[src/design/dtp_pkg.sv]
package dtp_pkg;
  // register indices; byte address is four times the index
  localparam logic [5:0] IDX_COUNT = 6'h10;
  localparam logic [5:0] IDX_CTL1 = 6'h11;
  localparam logic [5:0] IDX_CTL2 = 6'h12;
  localparam logic [5:0] IDX_DUTY = 6'h13;
  localparam logic [5:0] IDX_PSCV = 6'h14;
  localparam logic [5:0] IDX_BUZZ = 6'h15;
  localparam logic [5:0] IDX_HIGH = 6'h16;
  localparam logic [5:0] IDX_STAT = 6'h17;
  localparam logic [5:0] IDX_MASK = 6'h18;
  // control one fields
  localparam int CTL1_PWM_OE = 7;
  localparam int CTL1_PWM_AL = 6;
  localparam int CTL1_MATCH_OE = 5;
  localparam int CTL1_HOSC = 3;
  localparam int CTL1_ONE_SHOT = 2;
  localparam int CTL1_RELOAD = 1;
  localparam int CTL1_ENABLE = 0;
  localparam logic [7:0] CTL1_RMASK = 8'hEF;
  // control two fields
  localparam int CTL2_HALF = 6;
  localparam int CTL2_CS = 5;
  localparam int CTL2_EDGE = 4;
  localparam int CTL2_PS_DIS_N = 3;
  localparam logic [7:0] CTL2_RMASK = 8'h3F;
  // buzzer, high-bit and status fields
  localparam int BUZZ_EN = 7;
  localparam int HIGH_RELOAD_LSB = 4;
  localparam int HIGH_DUTY_LSB = 0;
  localparam logic [7:0] HIGH_RMASK = 8'h33;
  localparam int STAT_UNDERFLOW = 0;
  localparam logic [7:0] STAT_RMASK = 8'h01;
  // values after reset
  localparam logic [7:0] RST_CTL1 = 8'h00;
  localparam logic [7:0] RST_CTL2 = 8'h3F;
  localparam logic [7:0] RST_BUZZ = 8'h0F;
  localparam logic [7:0] RST_ZERO = 8'h00;
  localparam logic [9:0] RST_COUNT = 10'h000;
  localparam logic [7:0] RST_PSCV = 8'h00;
  // counter values
  localparam logic [9:0] COUNT_ZERO = 10'h000;
  localparam logic [9:0] COUNT_ONES = 10'h3FF;
  localparam logic [9:0] COUNT_STEP = 10'h001;
  localparam logic [7:0] PS_STEP = 8'h01;
  // bus responses
  localparam logic [1:0] RESP_OKAY = 2'h0;
  localparam logic [1:0] RESP_SLVERR = 2'h2;
endpackage

[src/design/dtp_sync3.sv]
`timescale 1ns/1ps
module dtp_sync3 (
  input wire logic clk,
  input wire logic rst,
  input wire logic ce,
  input wire logic d,
  output logic q,
  output logic rise,
  output logic fall
);
  logic s1_reg;
  logic s2_reg;
  logic s3_reg;
  logic q_reg;

  // a change is accepted only once stages two and three agree
  always_ff @(posedge clk) begin
    if (rst) begin
      s1_reg <= 1'b0;
      s2_reg <= 1'b0;
      s3_reg <= 1'b0;
      q_reg <= 1'b0;
    end else if (ce) begin
      s1_reg <= d;
      s2_reg <= s1_reg;
      s3_reg <= s2_reg;
      if (s2_reg == s3_reg) begin
        q_reg <= s3_reg;
      end
    end
  end

  assign q = q_reg;
  assign rise = ce && (s2_reg == s3_reg) && s3_reg && !q_reg;
  assign fall = ce && (s2_reg == s3_reg) && !s3_reg && q_reg;
endmodule

[src/design/dtp_prescaler.sv]
`timescale 1ns/1ps
module dtp_prescaler (
  input wire logic clk,
  input wire logic rst,
  input wire logic ce,
  input wire logic tick_in,
  input wire logic enable,
  input wire logic [2:0] rate,
  output logic [7:0] count,
  output logic tick_out
);
  logic [7:0] count_reg;
  logic [7:0] low_ones;

  // divide by two to the power rate+1: output when bits rate..0 are ones
  genvar i;
  generate
    for (i = 0; i < 8; i = i + 1) begin : g_mask
      assign low_ones[i] = (3'(i) > rate) || count_reg[i] || (i == 7 &&
        rate == 3'h7 && count_reg[7]);
    end
  endgenerate

  always_ff @(posedge clk) begin
    if (rst) begin
      count_reg <= dtp_pkg::RST_PSCV;
    end else if (ce && enable && tick_in) begin
      count_reg <= 8'(count_reg + dtp_pkg::PS_STEP);
    end
  end

  assign count = count_reg;
  assign tick_out = ce && enable && tick_in && (&low_ones);
endmodule

[src/design/dtp_down_timer.sv]
`timescale 1ns/1ps
module dtp_down_timer (
  input wire logic clk,
  input wire logic rst,
  input wire logic ce,
  input wire logic instr_tick,
  input wire logic high_osc_tick,
  input wire logic external_clock_pin,
  input wire logic cmp_out,
  input wire logic cmp_oe,
  input wire logic other_buzzer_out,
  input wire logic other_buzzer_oe,
  input wire logic [7:0] s_axi_awaddr,
  input wire logic s_axi_awvalid,
  output logic s_axi_awready,
  input wire logic [31:0] s_axi_wdata,
  input wire logic [3:0] s_axi_wstrb,
  input wire logic s_axi_wvalid,
  output logic s_axi_wready,
  output logic [1:0] s_axi_bresp,
  output logic s_axi_bvalid,
  input wire logic s_axi_bready,
  input wire logic [7:0] s_axi_araddr,
  input wire logic s_axi_arvalid,
  output logic s_axi_arready,
  output logic [31:0] s_axi_rdata,
  output logic [1:0] s_axi_rresp,
  output logic s_axi_rvalid,
  input wire logic s_axi_rready,
  output logic pwm_pad_out,
  output logic pwm_pad_oe,
  output logic shared_pad_out,
  output logic shared_pad_oe,
  output logic buzzer_pad_out,
  output logic buzzer_pad_oe,
  output logic irq
);
  logic [7:0] ctl1_reg;
  logic [7:0] ctl2_reg;
  logic [7:0] duty_low_reg;
  logic [7:0] buzz_reg;
  logic [7:0] high_reg;
  logic [7:0] status_reg;
  logic [7:0] mask_reg;
  logic [7:0] reload_low_reg;
  logic [9:0] count_reg;
  logic stopped_reg;
  logic toggle_reg;
  logic pwm_raw_reg;
  logic pwm_out_reg;
  logic shared_out_reg;
  logic shared_oe_reg;
  logic buzz_out_reg;
  logic [7:0] aw_idx_reg;
  logic aw_full_reg;
  logic [7:0] w_data_reg;
  logic w_strb_reg;
  logic w_full_reg;
  logic bvalid_reg;
  logic [1:0] bresp_reg;
  logic rvalid_reg;
  logic [1:0] rresp_reg;
  logic [7:0] rdata_reg;

  logic ext_level;
  logic ext_rise;
  logic ext_fall;
  logic ext_edge;
  logic src_tick;
  logic ps_enable;
  logic ps_tick;
  logic [7:0] ps_count;
  logic timer_tick;
  logic underflow;
  logic [9:0] reload;
  logic [9:0] duty;
  logic pwm_active;
  logic buzz_sel;
  logic wr_fire;
  logic [5:0] wr_idx;
  logic rd_fire;
  logic [5:0] rd_idx;
  logic [7:0] rd_mux;
  logic rd_hit;
  logic wr_hit;

  dtp_sync3 u_ext_sync (
    .clk(clk),
    .rst(rst),
    .ce(ce),
    .d(external_clock_pin),
    .q(ext_level),
    .rise(ext_rise),
    .fall(ext_fall)
  );

  assign ext_edge = ctl2_reg[dtp_pkg::CTL2_EDGE] ?
    ext_fall : ext_rise;
  always_comb begin
    if (ctl1_reg[dtp_pkg::CTL1_HOSC]) begin
      src_tick = high_osc_tick;
    end else if (ctl2_reg[dtp_pkg::CTL2_CS]) begin
      src_tick = ext_edge;
    end else begin
      src_tick = instr_tick;
    end
  end

  // rate is not guarded; changing it while running may fire an early tick
  assign ps_enable = !ctl2_reg[dtp_pkg::CTL2_PS_DIS_N];
  dtp_prescaler u_prescaler (
    .clk(clk),
    .rst(rst),
    .ce(ce),
    .tick_in(src_tick),
    .enable(ps_enable),
    .rate(ctl2_reg[2:0]),
    .count(ps_count),
    .tick_out(ps_tick)
  );

  assign timer_tick = ps_enable ? ps_tick : src_tick;
  assign reload = {high_reg[dtp_pkg::HIGH_RELOAD_LSB +: 2], reload_low_reg};
  assign duty = {high_reg[dtp_pkg::HIGH_DUTY_LSB +: 2], duty_low_reg};
  assign underflow = ce && timer_tick && ctl1_reg[dtp_pkg::CTL1_ENABLE] &&
    !stopped_reg && count_reg == dtp_pkg::COUNT_ZERO;

  // bus write channel
  assign s_axi_awready = !aw_full_reg && !bvalid_reg;
  assign s_axi_wready = !w_full_reg && !bvalid_reg;
  assign s_axi_bvalid = bvalid_reg;
  assign s_axi_bresp = bresp_reg;
  assign wr_fire = ce && aw_full_reg && w_full_reg && !bvalid_reg;
  assign wr_idx = aw_idx_reg[7:2];
  always_comb begin
    case (wr_idx)
      dtp_pkg::IDX_COUNT, dtp_pkg::IDX_CTL1, dtp_pkg::IDX_CTL2,
      dtp_pkg::IDX_DUTY, dtp_pkg::IDX_PSCV, dtp_pkg::IDX_BUZZ,
      dtp_pkg::IDX_HIGH, dtp_pkg::IDX_STAT, dtp_pkg::IDX_MASK: begin
        wr_hit = 1'b1;
      end
      default: begin
        wr_hit = 1'b0;
      end
    endcase
  end

  always_ff @(posedge clk) begin
    if (rst) begin
      aw_full_reg <= 1'b0;
      aw_idx_reg <= dtp_pkg::RST_ZERO;
      w_full_reg <= 1'b0;
      w_data_reg <= dtp_pkg::RST_ZERO;
      w_strb_reg <= 1'b0;
      bvalid_reg <= 1'b0;
      bresp_reg <= dtp_pkg::RESP_OKAY;
    end else if (ce) begin
      if (s_axi_awvalid && s_axi_awready) begin
        aw_full_reg <= 1'b1;
        aw_idx_reg <= s_axi_awaddr;
      end
      if (s_axi_wvalid && s_axi_wready) begin
        w_full_reg <= 1'b1;
        w_data_reg <= s_axi_wdata[7:0];
        w_strb_reg <= s_axi_wstrb[0];
      end
      if (wr_fire) begin
        aw_full_reg <= 1'b0;
        w_full_reg <= 1'b0;
        bvalid_reg <= 1'b1;
        bresp_reg <= wr_hit ? dtp_pkg::RESP_OKAY : dtp_pkg::RESP_SLVERR;
      end else if (bvalid_reg && s_axi_bready) begin
        bvalid_reg <= 1'b0;
      end
    end
  end

  // configuration registers; only byte lane zero carries data
  always_ff @(posedge clk) begin
    if (rst) begin
      ctl1_reg <= dtp_pkg::RST_CTL1;
      ctl2_reg <= dtp_pkg::RST_CTL2;
      duty_low_reg <= dtp_pkg::RST_ZERO;
      buzz_reg <= dtp_pkg::RST_BUZZ;
      high_reg <= dtp_pkg::RST_ZERO;
      mask_reg <= dtp_pkg::RST_ZERO;
      reload_low_reg <= dtp_pkg::RST_ZERO;
    end else if (wr_fire && w_strb_reg) begin
      case (wr_idx)
        dtp_pkg::IDX_CTL1: ctl1_reg <= w_data_reg;
        dtp_pkg::IDX_CTL2: ctl2_reg <= w_data_reg;
        dtp_pkg::IDX_DUTY: duty_low_reg <= w_data_reg;
        dtp_pkg::IDX_BUZZ: buzz_reg <= w_data_reg;
        dtp_pkg::IDX_HIGH: high_reg <= w_data_reg;
        dtp_pkg::IDX_MASK: mask_reg <= w_data_reg & dtp_pkg::STAT_RMASK;
        dtp_pkg::IDX_COUNT: reload_low_reg <= w_data_reg;
        default: begin
        end
      endcase
    end
  end

  // sticky status; a new underflow beats a simultaneous clear
  always_ff @(posedge clk) begin
    if (rst) begin
      status_reg <= dtp_pkg::RST_ZERO;
    end else if (ce) begin
      if (wr_fire && w_strb_reg && wr_idx == dtp_pkg::IDX_STAT) begin
        status_reg <= status_reg & ~w_data_reg;
      end
      if (underflow) begin
        status_reg[dtp_pkg::STAT_UNDERFLOW] <= 1'b1;
      end
    end
  end
  assign irq = |(status_reg & mask_reg);

  // down counter
  always_ff @(posedge clk) begin
    if (rst) begin
      count_reg <= dtp_pkg::RST_COUNT;
      stopped_reg <= 1'b0;
    end else if (ce) begin
      if (wr_fire && w_strb_reg && wr_idx == dtp_pkg::IDX_COUNT) begin
        count_reg <= {high_reg[dtp_pkg::HIGH_RELOAD_LSB +: 2],
          w_data_reg};
        stopped_reg <= 1'b0;
      end else if (underflow) begin
        if (ctl1_reg[dtp_pkg::CTL1_ONE_SHOT]) begin
          stopped_reg <= 1'b1;
        end else if (ctl1_reg[dtp_pkg::CTL1_RELOAD]) begin
          count_reg <= reload;
        end else begin
          count_reg <= dtp_pkg::COUNT_ONES;
        end
      end else if (timer_tick && ctl1_reg[dtp_pkg::CTL1_ENABLE] &&
          !stopped_reg) begin
        count_reg <= 10'(count_reg - dtp_pkg::COUNT_STEP);
      end
    end
  end

  // waveform outputs; in reload mode the frame is reload+1 ticks, active while count < duty
  assign pwm_active = duty > count_reg;
  always_ff @(posedge clk) begin
    if (rst) begin
      toggle_reg <= 1'b0;
      pwm_raw_reg <= 1'b0;
      pwm_out_reg <= 1'b0;
      shared_out_reg <= 1'b0;
      shared_oe_reg <= 1'b0;
      buzz_out_reg <= 1'b0;
    end else if (ce) begin
      if (underflow) begin
        toggle_reg <= !toggle_reg;
      end
      pwm_raw_reg <= pwm_active;
      // half step can only stretch by one system clock here
      pwm_out_reg <= (pwm_active || (pwm_raw_reg &&
        ctl1_reg[dtp_pkg::CTL1_HOSC] && ctl2_reg[dtp_pkg::CTL2_HALF])) ^
        ctl1_reg[dtp_pkg::CTL1_PWM_AL];
      if (ctl1_reg[dtp_pkg::CTL1_MATCH_OE]) begin
        shared_out_reg <= underflow ? !toggle_reg : toggle_reg;
        shared_oe_reg <= 1'b1;
      end else if (cmp_oe) begin
        shared_out_reg <= cmp_out;
        shared_oe_reg <= 1'b1;
      end else begin
        shared_out_reg <= other_buzzer_out;
        shared_oe_reg <= other_buzzer_oe;
      end
      buzz_out_reg <= buzz_reg[dtp_pkg::BUZZ_EN] && buzz_sel;
    end
  end
  assign buzz_sel = buzz_reg[3] ? count_reg[buzz_reg[2:0]] :
    ps_count[buzz_reg[2:0]];
  assign pwm_pad_out = pwm_out_reg;
  assign pwm_pad_oe = ctl1_reg[dtp_pkg::CTL1_PWM_OE];
  assign shared_pad_out = shared_out_reg;
  assign shared_pad_oe = shared_oe_reg;
  assign buzzer_pad_out = buzz_out_reg;
  assign buzzer_pad_oe = buzz_reg[dtp_pkg::BUZZ_EN];

  // read channel
  assign s_axi_arready = !rvalid_reg;
  assign s_axi_rvalid = rvalid_reg;
  assign s_axi_rresp = rresp_reg;
  assign s_axi_rdata = {24'h000000, rdata_reg};
  assign rd_fire = ce && s_axi_arvalid && !rvalid_reg;
  assign rd_idx = s_axi_araddr[7:2];
  always_comb begin
    rd_hit = 1'b1;
    case (rd_idx)
      dtp_pkg::IDX_COUNT: rd_mux = count_reg[7:0];
      dtp_pkg::IDX_CTL1: rd_mux = ctl1_reg & dtp_pkg::CTL1_RMASK;
      dtp_pkg::IDX_CTL2: rd_mux = ctl2_reg & dtp_pkg::CTL2_RMASK;
      dtp_pkg::IDX_PSCV: rd_mux = ps_count;
      dtp_pkg::IDX_HIGH: rd_mux = high_reg & dtp_pkg::HIGH_RMASK;
      dtp_pkg::IDX_STAT: rd_mux = status_reg;
      dtp_pkg::IDX_MASK: rd_mux = mask_reg;
      dtp_pkg::IDX_DUTY, dtp_pkg::IDX_BUZZ: rd_mux = dtp_pkg::RST_ZERO;
      default: begin
        rd_mux = dtp_pkg::RST_ZERO;
        rd_hit = 1'b0;
      end
    endcase
  end
  always_ff @(posedge clk) begin
    if (rst) begin
      rvalid_reg <= 1'b0;
      rresp_reg <= dtp_pkg::RESP_OKAY;
      rdata_reg <= dtp_pkg::RST_ZERO;
    end else if (ce) begin
      if (rd_fire) begin
        rvalid_reg <= 1'b1;
        rdata_reg <= rd_mux;
        rresp_reg <= rd_hit ? dtp_pkg::RESP_OKAY : dtp_pkg::RESP_SLVERR;
      end else if (rvalid_reg && s_axi_rready) begin
        rvalid_reg <= 1'b0;
      end
    end
  end

  property p_reload;
    @(posedge clk) disable iff (rst)
    (underflow && !wr_fire && ctl1_reg[2:1] == 2'h1) |=>
      count_reg == $past(reload);
  endproperty
  a_reload: assert property (p_reload) else $error("no reload");

  property p_one_shot;
    @(posedge clk) disable iff (rst)
    (underflow && !wr_fire && ctl1_reg[dtp_pkg::CTL1_ONE_SHOT]) |=>
      stopped_reg && count_reg == 10'h000;
  endproperty
  a_one_shot: assert property (p_one_shot) else $error("no stop");

  property p_all_ones;
    @(posedge clk) disable iff (rst)
    (underflow && !wr_fire && ctl1_reg[2:1] == 2'h0) |=>
      count_reg == 10'h3FF;
  endproperty
  a_all_ones: assert property (p_all_ones) else $error("no 3FF");

  property p_toggle;
    @(posedge clk) disable iff (rst)
    underflow |=> toggle_reg != $past(toggle_reg);
  endproperty
  a_toggle: assert property (p_toggle) else $error("no toggle");

  property p_shared;
    @(posedge clk) disable iff (rst)
    (ce && ctl1_reg[dtp_pkg::CTL1_MATCH_OE]) ##1 ce |->
      shared_pad_oe && shared_pad_out == toggle_reg;
  endproperty
  a_shared: assert property (p_shared) else $error("pad order");

  property p_polarity;
    @(posedge clk) disable iff (rst)
    (ce && !ctl1_reg[dtp_pkg::CTL1_HOSC] && $stable(ctl1_reg)) |=>
      pwm_pad_out == ($past(pwm_active) ^
        $past(ctl1_reg[dtp_pkg::CTL1_PWM_AL]));
  endproperty
  a_polarity: assert property (p_polarity)
    else $error("pwm level");

  // the delayed copy keeps the pad active one clock past the compare
  property p_half_step;
    @(posedge clk) disable iff (rst)
    (ce && ctl1_reg[dtp_pkg::CTL1_HOSC] && ctl2_reg[dtp_pkg::CTL2_HALF] &&
      pwm_raw_reg) |=>
      pwm_pad_out != $past(ctl1_reg[dtp_pkg::CTL1_PWM_AL]);
  endproperty
  a_half_step: assert property (p_half_step) else $error("half");

  property p_ps_read;
    @(posedge clk) disable iff (rst)
    (rd_fire && rd_idx == dtp_pkg::IDX_PSCV) |=>
      s_axi_rvalid && s_axi_rdata[7:0] == $past(ps_count);
  endproperty
  a_ps_read: assert property (p_ps_read) else $error("ps read");

  property p_count_write;
    @(posedge clk) disable iff (rst)
    (wr_fire && w_strb_reg && wr_idx == dtp_pkg::IDX_COUNT) |=>
      count_reg[7:0] == $past(w_data_reg) && !stopped_reg;
  endproperty
  a_count_write: assert property (p_count_write)
    else $error("load");

  property p_buzz_off;
    @(posedge clk) disable iff (rst)
    (ce && !buzz_reg[dtp_pkg::BUZZ_EN]) |=> !buzzer_pad_out;
  endproperty
  a_buzz_off: assert property (p_buzz_off) else $error("buzz on");

  c_underflow: cover property (@(posedge clk) disable iff (rst) underflow);
  c_irq: cover property (@(posedge clk) disable iff (rst) $rose(irq));
  c_ext: cover property (@(posedge clk) disable iff (rst)
    ctl2_reg[dtp_pkg::CTL2_CS] && ext_edge && timer_tick);
  c_ps: cover property (@(posedge clk) disable iff (rst) ps_tick);
endmodule

[config.mk]
export PLATFORM = sky130hd
export DESIGN_NAME = dtp_down_timer
export DESIGN_NICKNAME = d
export VERILOG_FILES = /design/src/design/dtp_pkg.sv /design/src/design/dtp_sync3.sv /design/src/design/dtp_prescaler.sv /design/src/design/dtp_down_timer.sv
export SDC_FILE = /design/constraint.sdc
export NUM_CORES = 1
export LEC_CHECK = 0
export ABC_CLOCK_PERIOD_IN_PS = 4700
export BUFFER_PORTS_ARGS = -buffer_cell sky130_fd_sc_hd__buf_2
export CORE_ASPECT_RATIO = 0.75
export CORE_MARGIN = 10
export CORE_UTILIZATION = 38
export CTS_BUF_LIST = sky130_fd_sc_hd__clkbuf_8 sky130_fd_sc_hd__clkbuf_16
export CTS_CLUSTER_DIAMETER = 120
export DETAILED_ROUTE_END_ITERATION = 12
export GPL_TIMING_DRIVEN = 0
export PLACE_DENSITY = 0.68
export SLEW_MARGIN = 20
export SYNTH_ARGS = -nofsm -noshare
export SYNTH_HDL_FRONTEND = slang
export SYNTH_SLANG_ARGS = --single-unit
[constraint.sdc]
create_clock -name clk -period 4.7 [get_ports clk]
set_clock_uncertainty 0.1 [all_clocks]
set_input_delay 0.47 -clock clk [delete_from_list [all_inputs] [get_ports clk]]
set_output_delay 0.47 -clock clk [all_outputs]
set_load 0.01 [all_outputs]
==> flow_summary.toml <==
[drt]
routedWlPerCell_um = 17.8
wirelength_um = 16900
postRouteAntennaNets = 0
dr.pass1.iters = 5
route.vias.total = 5018
first_iter_violations = 622
viasPerCell = 5.29
drc_errors = 0

[finish]
area_delta_synth_final_pct = 16.0
fillCellCount = 1457
multiInputGateArea_um2 = 3080
layout-drive-gt1-share = 0.179
largest_reg_flops = 10
final_cell_mix = "dfxtp_1 (107), nand2_1 (84), nor2_1 (65)"
final_nets = 823
n_antenna_cell = 0
regArea_um2 = 2140
final_core_util = 0.451
final_common_cell = "dfxtp_1"

[worst_hold_path]
hold_class = "in2reg"
min_path_cells = 2

[timing]
fin_crit_ps = 2610
tightest_slew_ps = 1030
clock.fmax_mhz = 383
maxSlewViolCount = 0
relSlewSlack = 0.313
tns_ps = 0
rsz0062_at_grt = "no"
hold_viol = 0
setup_viol = 0
fin_crit_sh = 0.556

[synth]
syn_avg_cell_area_um2 = 8.63
yosysSeqAreaShare = 0.380
async_flop_share = 0
synthDistinctLibCells = 73
syn-instance-count = 653
syn-cell-area_um2 = 5640
yosysWarnings = 0
synth_seq_cells = 107
synth_edf_count = 0
yosys_most_used_dff = "dfxtp_1"

[clock_network]
cts_tree = "yes"
h-tree-depth = 3
clk_latency_ps = 360
ctsLongestPathBuffers = 2
cts-buffers-inserted = 9
cts_root_buf = "clkbuf_16"
cts_hold_buf = 0
post-cts-setup-buffers = 0
cts_sinks = 107
clkTransAtPathRegs_ps = 80
cts_resized = 0

[power_and_ir_drop]
leakage_nw = 2.75
pwr-share-clk = 0.408
seqPwrFrac = 0.510
power_density_nw_per_um2 = 279
switching_share = 0.261
power.switching_w = 0.000475
intPower_w = 0.00135
ir_worst_vdd_mv = 0.182
pwr-share-comb = 0.082

[grt]
grt_usage = 0.163
grt_pass1_wl_um = 26200
overflow = 0
antenna_found_initial = 0
first_global_vias = 4689
grt_max_degree = 20

[critical_path]
cp.arrival_ps = 2790
crit_required_ps = 4880
critPathKind = "reg2reg"
r2r_cells = 8
worst_setup_path_start_kind = "flip-flop"
end_kind = "flip-flop"
critPathMaxFanout = 10

[place]
hpwl_um = 12500
gp_congestion = 0.945
place.port_buffers = 55

[floorplan]
dieWidth_um = 161
initial_utilization = 0.389
ios = 115
die_area_um2 = 20200
row_count = 38
core_area_um2 = 14500
die_h_um = 125

[run_status]
status = "finished clean"

[job]
max-cap-violations = 0
## layout make-up
type | instances | share of cell area
sequential | 107 | 0.328
inverter | 29 | 0.0166
clock inverter | 7 | 0.00899
buffer | 65 | 0.0610
multi-input combinational | 477 | 0.471
clock buffer | 9 | 0.0344
tap | 200 | 0.0383
timing repair buffer | 55 | 0.0421
## routing by layer
| layer | vias to the layer above | track usage | share of wire |
|---|---|---|---|
| li1 | 2436 | - | - |
| met4 | 0 | 0.0356 | 0.013 |
| met2 | 254 | 0.230 | 0.40 |
| met3 | 24 | 0.0643 | 0.13 |
| met5 | - | 0 | 0 |
| met1 | 2304 | 0.228 | 0.46 |
## cells in the mapped netlist (all sizes together), types with 2 or more instances
master    n  area, um2
nand2b   13       81.3
a21o      9       68.8
a211oi    4       35.0
a221oi   10       87.6
inv      29        109
nor4b     4       68.8
nand3    24        120
and3      3       18.8
mux4      8        180
o21ai     6       33.8
a22o      2       17.5
or3       4       30.0
a211o     4       35.0
clkbuf   26       97.6
buf      37        282
nor2b     4       25.0
nor3     13       70.1
mux2i    37        370
nand4     7       43.8
o31ai     5       37.5
and4      2       17.5
a22oi     3       22.5
nor4      2       12.5
nand2    85        322
and4b     2       20.0
o22ai     8       50.1
o32ai     3       41.3
nor2     65        244
dfxtp   107       2140
nor3b     2       26.3
xnor2    11       96.3
and4bb    2       25.0
xor2      4       35.0
nand3b    7       52.6
a311oi    2       17.5
ha       12        150
a221o     4       40.0
o21a      3       22.5
a21oi    58        290
## final timing paths
check               start             end  slack, ps
min                   rst   aw_idx_reg[3]        230
max reg2reg  s_axi_bvalid    count_reg[9]       2090
min reg2reg     flip-flop  s_axi_bresp[1]        340
max          s_axi_bvalid    count_reg[9]       2090
## worst max-delay path, stage by stage, from the launching register on
cell and delay [ps]:
dfxtp_1 330, buf_2 190, and4b_1 200, buf_2 150, nand4b_1 220, clkbuf_1 430, nand2_1 380, o2bb2a_4 310
o32ai_2 220
## stage by stage
stage | hold WS, ps | instances | cell area, um2 | setup slack (ps) | power, W
6_report | 227 | 949 | 6540 | 2090 | 0.00182
5_1_grt | 235 | 949 | 6540 | 1950 | 0.00187
4_1_cts | 220 | 949 | 6540 | 2150 | 0.00183
3_5_place_dp | 325 | 933 | 6250 | 1940 | 0.00110
3_3_place_gp | 321 | 933 | 6250 | 1960 | 0.00109
2_1_floorplan | 307 | 678 | 5730 | 2380 | 0.00104
## power by group through the flow
stage | registers, W | logic, W | clock network (W)
6_report | 0.000929 | 0.000149 | 0.000744
3_3_place_gp | 0.000950 | 0.000145 | 0
2_1_floorplan | 0.000947 | 0.0000949 | 0
3_5_place_dp | 0.000950 | 0.000146 | 0
5_1_grt | 0.000930 | 0.000163 | 0.000781
4_1_cts | 0.000928 | 0.000147 | 0.000752
## cells by family (layout without fill, tap and decap cells)
logic type,after synthesis,count (layout),share of synthesized area
other,1,26,0.000665
multiplexers,46,46,0.0997
AND/OR/NAND/NOR,247,247,0.220
flip-flops,107,107,0.380
AO/OA/AOI/OAI,131,131,0.159
XOR/XNOR,15,15,0.0233
buffers and inverters,94,165,0.0901
adder cells (fa/ha/maj),12,12,0.0266
No activity file was read; power rests on OpenSTA's default activity.
